===== config.mk =====
export PLATFORM = sky130hd
export DESIGN_NAME = csm_device_flat
export DESIGN_NICKNAME = d
export VERILOG_FILES = /design/src/logic/csm_pkg.sv /design/src/logic/csm_link_if.sv /design/src/logic/csm_device.sv /design/src/flat_wrapper.sv
export SDC_FILE = /design/constraint.sdc
export NUM_CORES = 1
export LEC_CHECK = 0
export BUFFER_PORTS_ARGS = -buffer_cell sky130_fd_sc_hd__buf_2
export CORE_MARGIN = 4
export CORE_UTILIZATION = 35
export DETAILED_ROUTE_END_ITERATION = 16
export PLACE_DENSITY = 0.64
export SLEW_MARGIN = 20
export SYNTH_ARGS = -nofsm -noshare
export SYNTH_HDL_FRONTEND = slang
export SYNTH_SLANG_ARGS = --single-unit

===== constraint.sdc =====
create_clock -name pclk -period 2.7 [get_ports pclk]
set_input_delay 0.135 -clock pclk [delete_from_list [all_inputs] [get_ports pclk]]
set_output_delay 0.135 -clock pclk [all_outputs]
set_load 0.005 [all_outputs]

===== src/logic/csm_pkg.sv =====
// constants shared by both ends of the codec serial link
// assumes one 50 MHz clock and sixteen-bit frames
package csm_pkg;
    // ----------------------------------------
    // word layout
    // ----------------------------------------
    localparam int        WORD_W    = 16;
    localparam int        CTL_BIT   = 15;
    localparam int        RDBK_BIT  = 14;
    localparam int        DEVA_HI   = 13;
    localparam int        DEVA_LO   = 11;
    localparam int        REGA_HI   = 10;
    localparam int        REGA_LO   = 8;
    localparam logic [2:0] REG_A    = 3'h0;
    localparam logic [2:0] REG_B    = 3'h1;
    localparam logic [2:0] REG_C    = 3'h2;
    // ----------------------------------------
    // control register fields and resets
    // ----------------------------------------
    localparam int        CTLA_PGMD  = 0;
    localparam int        CTLA_MIX   = 1;
    localparam int        CTLA_CNT_LO = 5;
    localparam int        CTLB_MDIV_LO = 0;
    localparam int        CTLB_SDIV_LO = 2;
    localparam int        CTLB_SR_LO = 4;
    localparam int        CTLC_ADC   = 0;
    localparam int        CTLC_DAC   = 1;
    localparam int        CTLC_REF   = 2;
    localparam int        CTLC_REFO  = 3;
    localparam logic [7:0] CTLA_RST  = 8'h00;
    localparam logic [7:0] CTLB_RST  = 8'h00;
    localparam logic [7:0] CTLC_RST  = 8'h00;
    // ----------------------------------------
    // timing counts in clock and divided ticks
    // ----------------------------------------
    localparam int        DIVCLK_BASE = 4;
    localparam int        SR_BASE   = 256;
    // ----------------------------------------
    // host register map
    // ----------------------------------------
    localparam logic [7:0] HOST_CTRL = 8'h00;
    localparam logic [7:0] HOST_TX  = 8'h04;
    localparam logic [7:0] HOST_STAT = 8'h08;
    localparam logic [7:0] HOST_RX  = 8'h0C;
    localparam int        CTRL_LOOP = 0;
    localparam int        ST_TXP    = 0;
    localparam int        ST_RXV    = 1;
    localparam int        ST_RXB    = 2;
    localparam int        ST_TXB    = 3;
    typedef enum logic [1:0] {CSM_PROGRAM, CSM_DATA, CSM_MIXED} csm_mode_t;
endpackage : csm_pkg


===== src/logic/csm_link_if.sv =====
// serial link between codec and host port
// assumes all pins are sampled on pclk by both ends
`timescale 1ns/100ps
`default_nettype none
interface csm_link_if;
    logic serial_clock;
    logic output_frame_sync;
    logic device_data_out;
    logic input_frame_sync;
    logic device_data_in;
    modport device (output serial_clock, output output_frame_sync,
                    output device_data_out, input input_frame_sync,
                    input device_data_in);
    modport host (input serial_clock, input output_frame_sync,
                  input device_data_out, output input_frame_sync,
                  output device_data_in);
endinterface : csm_link_if
`default_nettype wire


===== src/logic/csm_device.sv =====
// codec end: serial clock source, word interpreter, control registers
// assumes the host drives input frame sync and data on serial clock falls
// How it works
// - non-loop host sends after device word ends
// - input frame sync pulse starts incoming word
// - register A mixed plus select bits: mixed
// - mixed mode checks received word msb
// - bit 14 set means register readback
// - readback loads shifter, raises output sync
// - readback address field goes zero to 111
// - looped syncs allow one word per period
// - non-loop accepts control and dac per period
// - host sends cascade control words gaplessly
// - register B sets clock, rate, sclk divisors
// - register C holds section power-up bits
// - sample word still sent while adc off
// - mode applies regardless of power state
// - output sync raised each sample event unless a forwarded or readback word holds the pending slot
// - nonzero address decremented, passed down cascade
// - zero address loads low byte to register
// - data mode words are dac, adc
// - data mode counts syncs to device count
//
// Implementation choices: the APB register port and the register addresses.
`timescale 1ns/100ps
`default_nettype none
module csm_device import csm_pkg::*; (
    input  wire logic        pclk,
    input  wire logic        presetn,
    csm_link_if.device       link,
    input  wire logic [15:0] adc_sample,
    output logic      [15:0] dac_word,
    output logic             dac_load,
    output logic      [7:0]  ctrl_a,
    output logic      [7:0]  ctrl_b,
    output logic      [7:0]  ctrl_c
);
    // ----------------------------------------
    // registers and mode
    // ----------------------------------------
    logic [7:0]  ctla_q;
    logic [7:0]  ctlb_q;
    logic [7:0]  ctlc_q;
    csm_mode_t   mode;
    // mode only looks at register A, never at power bits
    always_comb begin
        if (!ctla_q[CTLA_PGMD]) begin
            mode = CSM_PROGRAM;
        end else if (ctla_q[CTLA_MIX]) begin
            mode = CSM_MIXED;
        end else begin
            mode = CSM_DATA;
        end
    end

    // ----------------------------------------
    // clock dividers
    // ----------------------------------------
    logic [4:0]  mdiv_q;
    logic [4:0]  mdiv_lim;
    logic        dm_tick;
    logic [3:0]  sdiv_q;
    logic [3:0]  sdiv_lim;
    logic        tog;
    logic        sclk_q;
    logic        rise;
    logic        fall;
    logic [10:0] sr_q;
    logic [10:0] sr_lim;
    logic        sample_evt;
    // base keeps half a serial period at four clocks or more
    assign mdiv_lim = 5'(DIVCLK_BASE * (int'(ctlb_q[CTLB_MDIV_LO +: 2]) + 1) - 1);
    assign sdiv_lim = 4'((1 << ctlb_q[CTLB_SDIV_LO +: 2]) - 1);
    assign sr_lim   = 11'((SR_BASE << ctlb_q[CTLB_SR_LO +: 2]) - 1);
    assign dm_tick  = (mdiv_q == mdiv_lim);
    assign tog      = dm_tick && (sdiv_q == sdiv_lim);
    assign rise     = tog && !sclk_q;
    assign fall     = tog && sclk_q;
    assign sample_evt = dm_tick && (sr_q == sr_lim);

    // divided master clock enable
    always_ff @(posedge pclk or negedge presetn) begin
        if (!presetn) begin
            mdiv_q <= 5'h00;
        end else if (dm_tick || mdiv_q > mdiv_lim) begin
            mdiv_q <= 5'h00;
        end else begin
            mdiv_q <= mdiv_q + 5'h01;
        end
    end

    // serial clock toggles every sdiv_lim + 1 divided ticks
    always_ff @(posedge pclk or negedge presetn) begin
        if (!presetn) begin
            sdiv_q <= 4'h0;
            sclk_q <= 1'b0;
        end else if (dm_tick) begin
            if (sdiv_q >= sdiv_lim) begin
                sdiv_q <= 4'h0;
                sclk_q <= !sclk_q;
            end else begin
                sdiv_q <= sdiv_q + 4'h1;
            end
        end
    end

    // sample period counter on divided clock
    always_ff @(posedge pclk or negedge presetn) begin
        if (!presetn) begin
            sr_q <= 11'h000;
        end else if (dm_tick) begin
            sr_q <= (sr_q >= sr_lim) ? 11'h000 : sr_q + 11'h001;
        end
    end

    // ----------------------------------------
    // receiver
    // ----------------------------------------
    logic [15:0] rx_sr_q;
    logic [4:0]  rx_cnt_q;
    logic        rx_done;
    logic [15:0] rx_word;
    assign rx_word = {rx_sr_q[14:0], link.device_data_in};
    assign rx_done = rise && (rx_cnt_q == 5'h01);

    // frame begins when input sync is seen on a rise
    always_ff @(posedge pclk or negedge presetn) begin
        if (!presetn) begin
            rx_sr_q  <= 16'h0000;
            rx_cnt_q <= 5'h00;
        end else if (rise) begin
            if (rx_cnt_q != 5'h00) begin
                rx_sr_q  <= rx_word;
                rx_cnt_q <= rx_cnt_q - 5'h01;
            end else if (link.input_frame_sync) begin
                rx_sr_q  <= {15'h0000, link.device_data_in};
                rx_cnt_q <= 5'(WORD_W - 1);
            end
        end
    end

    // ----------------------------------------
    // word interpretation
    // ----------------------------------------
    logic        is_ctl;
    logic [2:0]  dev_addr;
    logic [2:0]  reg_addr;
    logic [7:0]  reg_val;
    logic [2:0]  fs_cnt_q;
    logic [2:0]  dev_cnt;
    logic        cnt_hit;
    logic        fwd;
    logic        rdbk;
    logic        wr;
    logic        dac_hit;
    logic [15:0] send_word;
    logic [15:0] dec_word;
    assign dev_addr = rx_word[DEVA_HI:DEVA_LO];
    assign reg_addr = rx_word[REGA_HI:REGA_LO];
    assign dev_cnt  = (ctla_q[CTLA_CNT_LO +: 3] == 3'h0) ? 3'h1 : ctla_q[CTLA_CNT_LO +: 3];
    assign cnt_hit  = (fs_cnt_q + 3'h1 == dev_cnt);
    assign dec_word = {rx_word[15:14], dev_addr - 3'h1, rx_word[10:0]};

    // readback source
    always_comb begin
        if (reg_addr == REG_A) begin
            reg_val = ctla_q;
        end else if (reg_addr == REG_B) begin
            reg_val = ctlb_q;
        end else if (reg_addr == REG_C) begin
            reg_val = ctlc_q;
        end else begin
            reg_val = 8'h00;
        end
    end

    // classify a completed word
    always_comb begin
        is_ctl    = 1'b0;
        fwd       = 1'b0;
        rdbk      = 1'b0;
        wr        = 1'b0;
        dac_hit   = 1'b0;
        send_word = dec_word;
        case (mode)
            CSM_PROGRAM: is_ctl = 1'b1;
            CSM_MIXED:   is_ctl = rx_word[CTL_BIT];
            default:     is_ctl = 1'b0;
        endcase
        if (rx_done) begin
            if (is_ctl && dev_addr != 3'h0) begin
                fwd = 1'b1;
            end else if (is_ctl && rx_word[RDBK_BIT]) begin
                rdbk      = 1'b1;
                send_word = {2'b11, 3'h0 - 3'h1, reg_addr, reg_val};
            end else if (is_ctl) begin
                wr = 1'b1;
            end else if (mode == CSM_MIXED || cnt_hit) begin
                dac_hit = 1'b1;
            end else begin
                fwd       = 1'b1;
                send_word = rx_word;
            end
        end
    end

    // control register writes take the low byte
    always_ff @(posedge pclk or negedge presetn) begin
        if (!presetn) begin
            ctla_q <= CTLA_RST;
            ctlb_q <= CTLB_RST;
            ctlc_q <= CTLC_RST;
        end else if (wr) begin
            if (reg_addr == REG_A) begin
                ctla_q <= rx_word[7:0];
            end else if (reg_addr == REG_B) begin
                ctlb_q <= rx_word[7:0];
            end else if (reg_addr == REG_C) begin
                ctlc_q <= rx_word[7:0];
            end
        end
    end

    // data mode sync counter, cleared outside data mode
    always_ff @(posedge pclk or negedge presetn) begin
        if (!presetn) begin
            fs_cnt_q <= 3'h0;
        end else if (mode != CSM_DATA) begin
            fs_cnt_q <= 3'h0;
        end else if (rx_done) begin
            fs_cnt_q <= cnt_hit ? 3'h0 : fs_cnt_q + 3'h1;
        end
    end

    // dac register and load strobe
    always_ff @(posedge pclk or negedge presetn) begin
        if (!presetn) begin
            dac_word <= 16'h0000;
            dac_load <= 1'b0;
        end else begin
            dac_load <= dac_hit;
            if (dac_hit) begin
                dac_word <= rx_word;
            end
        end
    end

    // ----------------------------------------
    // transmitter
    // ----------------------------------------
    logic [15:0] echo_q;
    logic [15:0] sample_word;
    logic        pend_q;
    logic [15:0] pend_word_q;
    logic [15:0] tx_sr_q;
    logic [4:0]  tx_cnt_q;
    logic        ofs_q;
    logic        sdo_q;
    logic        start;
    assign start = fall && (tx_cnt_q == 5'h00) && pend_q;
    // program mode echoes the last word; outside program mode a zero word is sent while the adc is off
    assign sample_word = (mode == CSM_PROGRAM) ? echo_q :
                         (ctlc_q[CTLC_ADC] ? adc_sample : 16'h0000);

    // address-decremented copy of last control word in program mode
    always_ff @(posedge pclk or negedge presetn) begin
        if (!presetn) begin
            echo_q <= 16'h0000;
        end else if (rx_done && mode == CSM_PROGRAM) begin
            echo_q <= dec_word;
        end
    end

    // one pending slot; forwarded words beat a sample in the same slot
    always_ff @(posedge pclk or negedge presetn) begin
        if (!presetn) begin
            pend_q      <= 1'b0;
            pend_word_q <= 16'h0000;
        end else if (fwd || rdbk) begin
            pend_q      <= 1'b1;
            pend_word_q <= send_word;
        end else if (sample_evt && (!pend_q || start)) begin
            pend_q      <= 1'b1;
            pend_word_q <= sample_word;
        end else if (start) begin
            pend_q <= 1'b0;
        end
    end

    // shift out msb first, back to back words allowed
    always_ff @(posedge pclk or negedge presetn) begin
        if (!presetn) begin
            tx_sr_q  <= 16'h0000;
            tx_cnt_q <= 5'h00;
            ofs_q    <= 1'b0;
            sdo_q    <= 1'b0;
        end else if (fall) begin
            if (tx_cnt_q != 5'h00) begin
                ofs_q    <= 1'b0;
                sdo_q    <= tx_sr_q[15];
                tx_sr_q  <= {tx_sr_q[14:0], 1'b0};
                tx_cnt_q <= tx_cnt_q - 5'h01;
            end else if (pend_q) begin
                ofs_q    <= 1'b1;
                sdo_q    <= pend_word_q[15];
                tx_sr_q  <= {pend_word_q[14:0], 1'b0};
                tx_cnt_q <= 5'(WORD_W - 1);
            end else begin
                ofs_q <= 1'b0;
                sdo_q <= 1'b0;
            end
        end
    end

    assign link.serial_clock      = sclk_q;
    assign link.output_frame_sync = ofs_q;
    assign link.device_data_out   = sdo_q;
    assign ctrl_a = ctla_q;
    assign ctrl_b = ctlb_q;
    assign ctrl_c = ctlc_q;
endmodule : csm_device
`default_nettype wire


===== src/flat_wrapper.sv =====
// flat-port wrapper written by rule: the top's interface ports become plain ports
module csm_device_flat import csm_pkg::*;
  (pclk, presetn, adc_sample, dac_word, dac_load, ctrl_a, ctrl_b, ctrl_c, link_serial_clock, link_output_frame_sync, link_device_data_out, link_input_frame_sync, link_device_data_in);
  csm_link_if link_i ();
  input  wire logic pclk;
  input  wire logic presetn;
  input  wire logic [15:0] adc_sample;
  output logic      [15:0] dac_word;
  output logic dac_load;
  output logic      [7:0] ctrl_a;
  output logic      [7:0] ctrl_b;
  output logic      [7:0] ctrl_c;
  output wire logic [$bits(link_i.serial_clock)-1:0] link_serial_clock;
  output wire logic [$bits(link_i.output_frame_sync)-1:0] link_output_frame_sync;
  output wire logic [$bits(link_i.device_data_out)-1:0] link_device_data_out;
  input wire logic [$bits(link_i.input_frame_sync)-1:0] link_input_frame_sync;
  input wire logic [$bits(link_i.device_data_in)-1:0] link_device_data_in;
  assign link_serial_clock = link_i.serial_clock;
  assign link_output_frame_sync = link_i.output_frame_sync;
  assign link_device_data_out = link_i.device_data_out;
  assign link_i.input_frame_sync = link_input_frame_sync;
  assign link_i.device_data_in = link_device_data_in;
  csm_device u_core (.pclk(pclk), .presetn(presetn), .link(link_i), .adc_sample(adc_sample), .dac_word(dac_word), .dac_load(dac_load), .ctrl_a(ctrl_a), .ctrl_b(ctrl_b), .ctrl_c(ctrl_c));
endmodule

==> impl_metrics.ini <==
[global_route]
track_usage_pct = 15.49
gr-total-overflow = 0
grt_pass1_vias = 4913
grt_pass1_wl_um = 26370
grt-busiest-layer = met2
gr-usage-met3_pct = 3.166
global_route.usage.met1_pct = 21.35
grt_antenna_before_repair = 0
grt_max_degree = 70
grt_use_met2_pct = 24.38

[sta]
min_period_over_period_pct = 93.55
final_max_slew_viol_count = 0
hold_violations = 0
clock_skew_ps = 7.089
relSlewSlack_pct = 52.12
setup-tns-final_ps = 0
fmax_mhz = 395.9
rsz0062_at_grt = no
fin_crit_ps = 2526
setup_viol = 0
tightest_slew_ps = 710.6

[cts]
root_buffer = clkbuf_16
clock_latency_ps = 410
cts_sinks = 140
cts_buffer_depth = 2
cts_tree = done
clk_pin_slew_worst_paths_ps = 60
h-tree-depth = 4
cts_buffers = 17

[critical_path]
worstSetupPathType = reg2reg
critPathTopFamily = simple AND/OR/NAND/NOR gates
slowest_delay_ps = 390
worstPathRequired_ps = 3010
worstPathMaxFanout = 12
path_buf_inv = 1
crit_chain = or2_2, ha_1, nand4_1, or3_4, o21ai_2, nand2b_1, buf_4, nor2b_1, o31ai_1
cp.arrival_ps = 2840
critPathSlowestCell = or3_4
start_kind = flip-flop
end_kind = flip-flop

[floorplan]
rows = 50
dieArea_um2 = 21330
pin_count = 64
die_h_um = 146.1
fp.coreArea_um2 = 18710
die_x_um = 146.1
start_util_pct = 35.67

[outcome]
outcome = finished, final reports clean

[power]
netSwitchingFraction_pct = 25.04
internal-power_mw = 4.128
p_sw_mw = 1.379
seq_power_share_pct = 43.8
power.share.clock_pct = 45.5
pwr_density_cell_nw_per_um2 = 672.9
irDropWorstVdd_mv = 0.3757
p_comb_share_pct = 10.7
p_leak_nw = 4.004

[synth]
synth.cell_area_um2 = 6671
seq_area_frac_synth_pct = 52.51
synth_warnings = 0
ys.flop_type = dfrtp_1
ys_types = 50
synthArstFlopShare_pct = 100.0
synth.avg_cell_area_um2 = 10.41
ys_seq_elements = 140
synth_cells = 641
synth_edf_count = 0

[layout]
layout-drive-gt1-share_pct = 24.56
antennaDiodeCount = 0
area_growth_pct = 22.67
layout_common_cells = dfrtp_1, nand2_1, buf_2
finalNetCount = 771
final_area_um2 = 8184
layout_commonest_cell = dfrtp_1

[place]
numPortBuffers = 63
dp_hpwl_um = 11680
place_area_um2 = 7508
gp_congestion = 0.8193

[detailed_routing]
drtIter0Drc = 341
drt-vias-per-instance = 5.109
wirelength_um = 16060
ant_nets = 0
drt_pass1_iterations = 4
drc = 0
drt-wirelength-per-cell_um = 16.41
vias = 5002

[job]
maxCapViolCount = 0

[hold_path]
hp-class = in2reg
==> synth_stat cells (2+ instances only) <==
cell type,number,share of area [%]
nand4_1,5,0.47
o31ai_1,10,1.1
a21o_1,4,0.45
dfrtp_1,140,53
inv_1,22,1.2
or3_1,3,0.28
nand3b_1,2,0.22
a221oi_1,5,0.66
nand2_1,120,6.8
a22o_1,21,2.8
o31a_1,2,0.26
nand2b_1,8,0.75
and2_1,3,0.28
xnor2_1,7,0.92
a31oi_1,18,1.7
or2_2,3,0.28
clkbuf_1,22,1.2
mux2i_1,26,3.9
nor2b_1,10,0.94
mux2_2,41,6.9
o21ai_1,2,0.15
a221o_1,2,0.30
nand3_1,12,0.90
nor2_1,44,2.5
o21ai_0,31,2.3
ha_1,19,3.6
o311ai_0,2,0.26
xor2_1,7,0.92
nor3_1,4,0.30
a22oi_1,8,0.90
buf_2,4,0.30
and3_1,3,0.28
a21oi_1,13,0.98
a32o_1,2,0.30
==> through the flow <==
| step | total power [mW] | hold WS (ps) | std cells | setup slack, ps | utilization, % |
|---|---|---|---|---|---|
| 2_1_floorplan | 2.791 | -160.6 | 642 | 16.62 | - |
| 3_3_place_gp | 3.020 | 195.1 | 945 | 88.37 | 40.14 |
| 3_5_place_dp | 3.031 | 194.5 | 945 | 60.66 | 40.14 |
| 4_1_cts | 5.564 | 15.67 | 978 | 41.83 | 43.64 |
| 5_1_grt | 5.770 | 36.67 | 979 | 11.77 | 43.75 |
| 6_report | 5.507 | 37.05 | 979 | 174.2 | 43.75 |
==> state kept, by name (all words and copies together) (netlist names), 11 cells and up <==
name / cells
u_core.tx_sr_q: 15
u_core.pend_word_q: 16
u_core.echo_q: 16
u_core.dac_word: 16
u_core.rx_sr_q: 15
u_core.sr_q: 11
==> kinds of logic (layout without fill, tap and decap cells) <==
family	count (synthesis)	in the layout	synth area share [%]
adders and majority gates	19	19	3.563
and+or+nand+nor	225	225	15.51
other	1	2	0.05621
AOI/OAI and AO/OA	126	126	12.87
DFF	140	140	52.51
buffers and inverters	49	152	2.832
muxes	67	67	10.82
xor gates and xnor gates	14	14	1.838
==> cell type report <==
| cell class | instances | area (um^2) |
|---|---|---|
| fillers | 1767 | 10520 |
| inverters | 22 | 82.58 |
| repair buffers | 98 | 649.4 |
| multi-input cells | 453 | 3012 |
| well taps | 234 | 292.8 |
| flip-flops and latches | 140 | 3503 |
| clock buffers | 21 | 480.5 |
| clock inverters | 11 | 163.9 |
==> power groups by stage <==
stage | Sequential (mW) | Clock, mW | Combinational (mW)
3_5_place_dp | 2.44 | 0 | 0.587
2_1_floorplan | 2.40 | 0 | 0.395
3_3_place_gp | 2.45 | 0 | 0.574
4_1_cts | 2.41 | 2.56 | 0.593
6_report | 2.41 | 2.51 | 0.587
5_1_grt | 2.44 | 2.65 | 0.681
==> per-layer routing <==
| metal | wire length (um) | vias up |
|---|---|---|
| li1 | - | 2447 |
| met1 | 7704 | 2441 |
| met2 | 7450 | 92 |
| met3 | 598 | 22 |
| met4 | 312 | 0 |
| met5 | 0 | - |
==> what timing repair did <==
item / 4_1_cts / 5_1_grt
hold buffers: 1 / 0
setup endpoints to repair: 0 / 49
gates resized for setup: 0 / 3
setup buffers: 0 / 1
endpoints found under the hold margin: 67 / 0
==> final timing paths <==
check | from | end | slack (ps) | cells after the start
hold reg to reg | u_core.link.device_data_out | u_core.link.device_data_out | 480 | 2
setup reg to reg | u_core.ctrl_b[2] | u_core.pend_word_q[10] | 170 | 9
max in group asynchronous | presetn | u_core.ctrl_a[7] | 1740 | 3
min in group asynchronous | presetn | u_core.tx_sr_q[10] | 320 | 2
setup / recovery | u_core.ctrl_b[2] | u_core.pend_word_q[10] | 170 | 9
hold / removal | link_device_data_in | u_core.rx_sr_q[0] | 40 | 3
==> worst reg2reg max path: stages, from the launching register on <==
cell and delay, ps:
dfrtp_1 370, or2_2 290, ha_1 290, nand4_1 150, or3_4 390, o21ai_2 160
nand2b_1 170, buf_4 210, nor2b_1 130, o31ai_1 260
(Power assumes the default switching activity.)
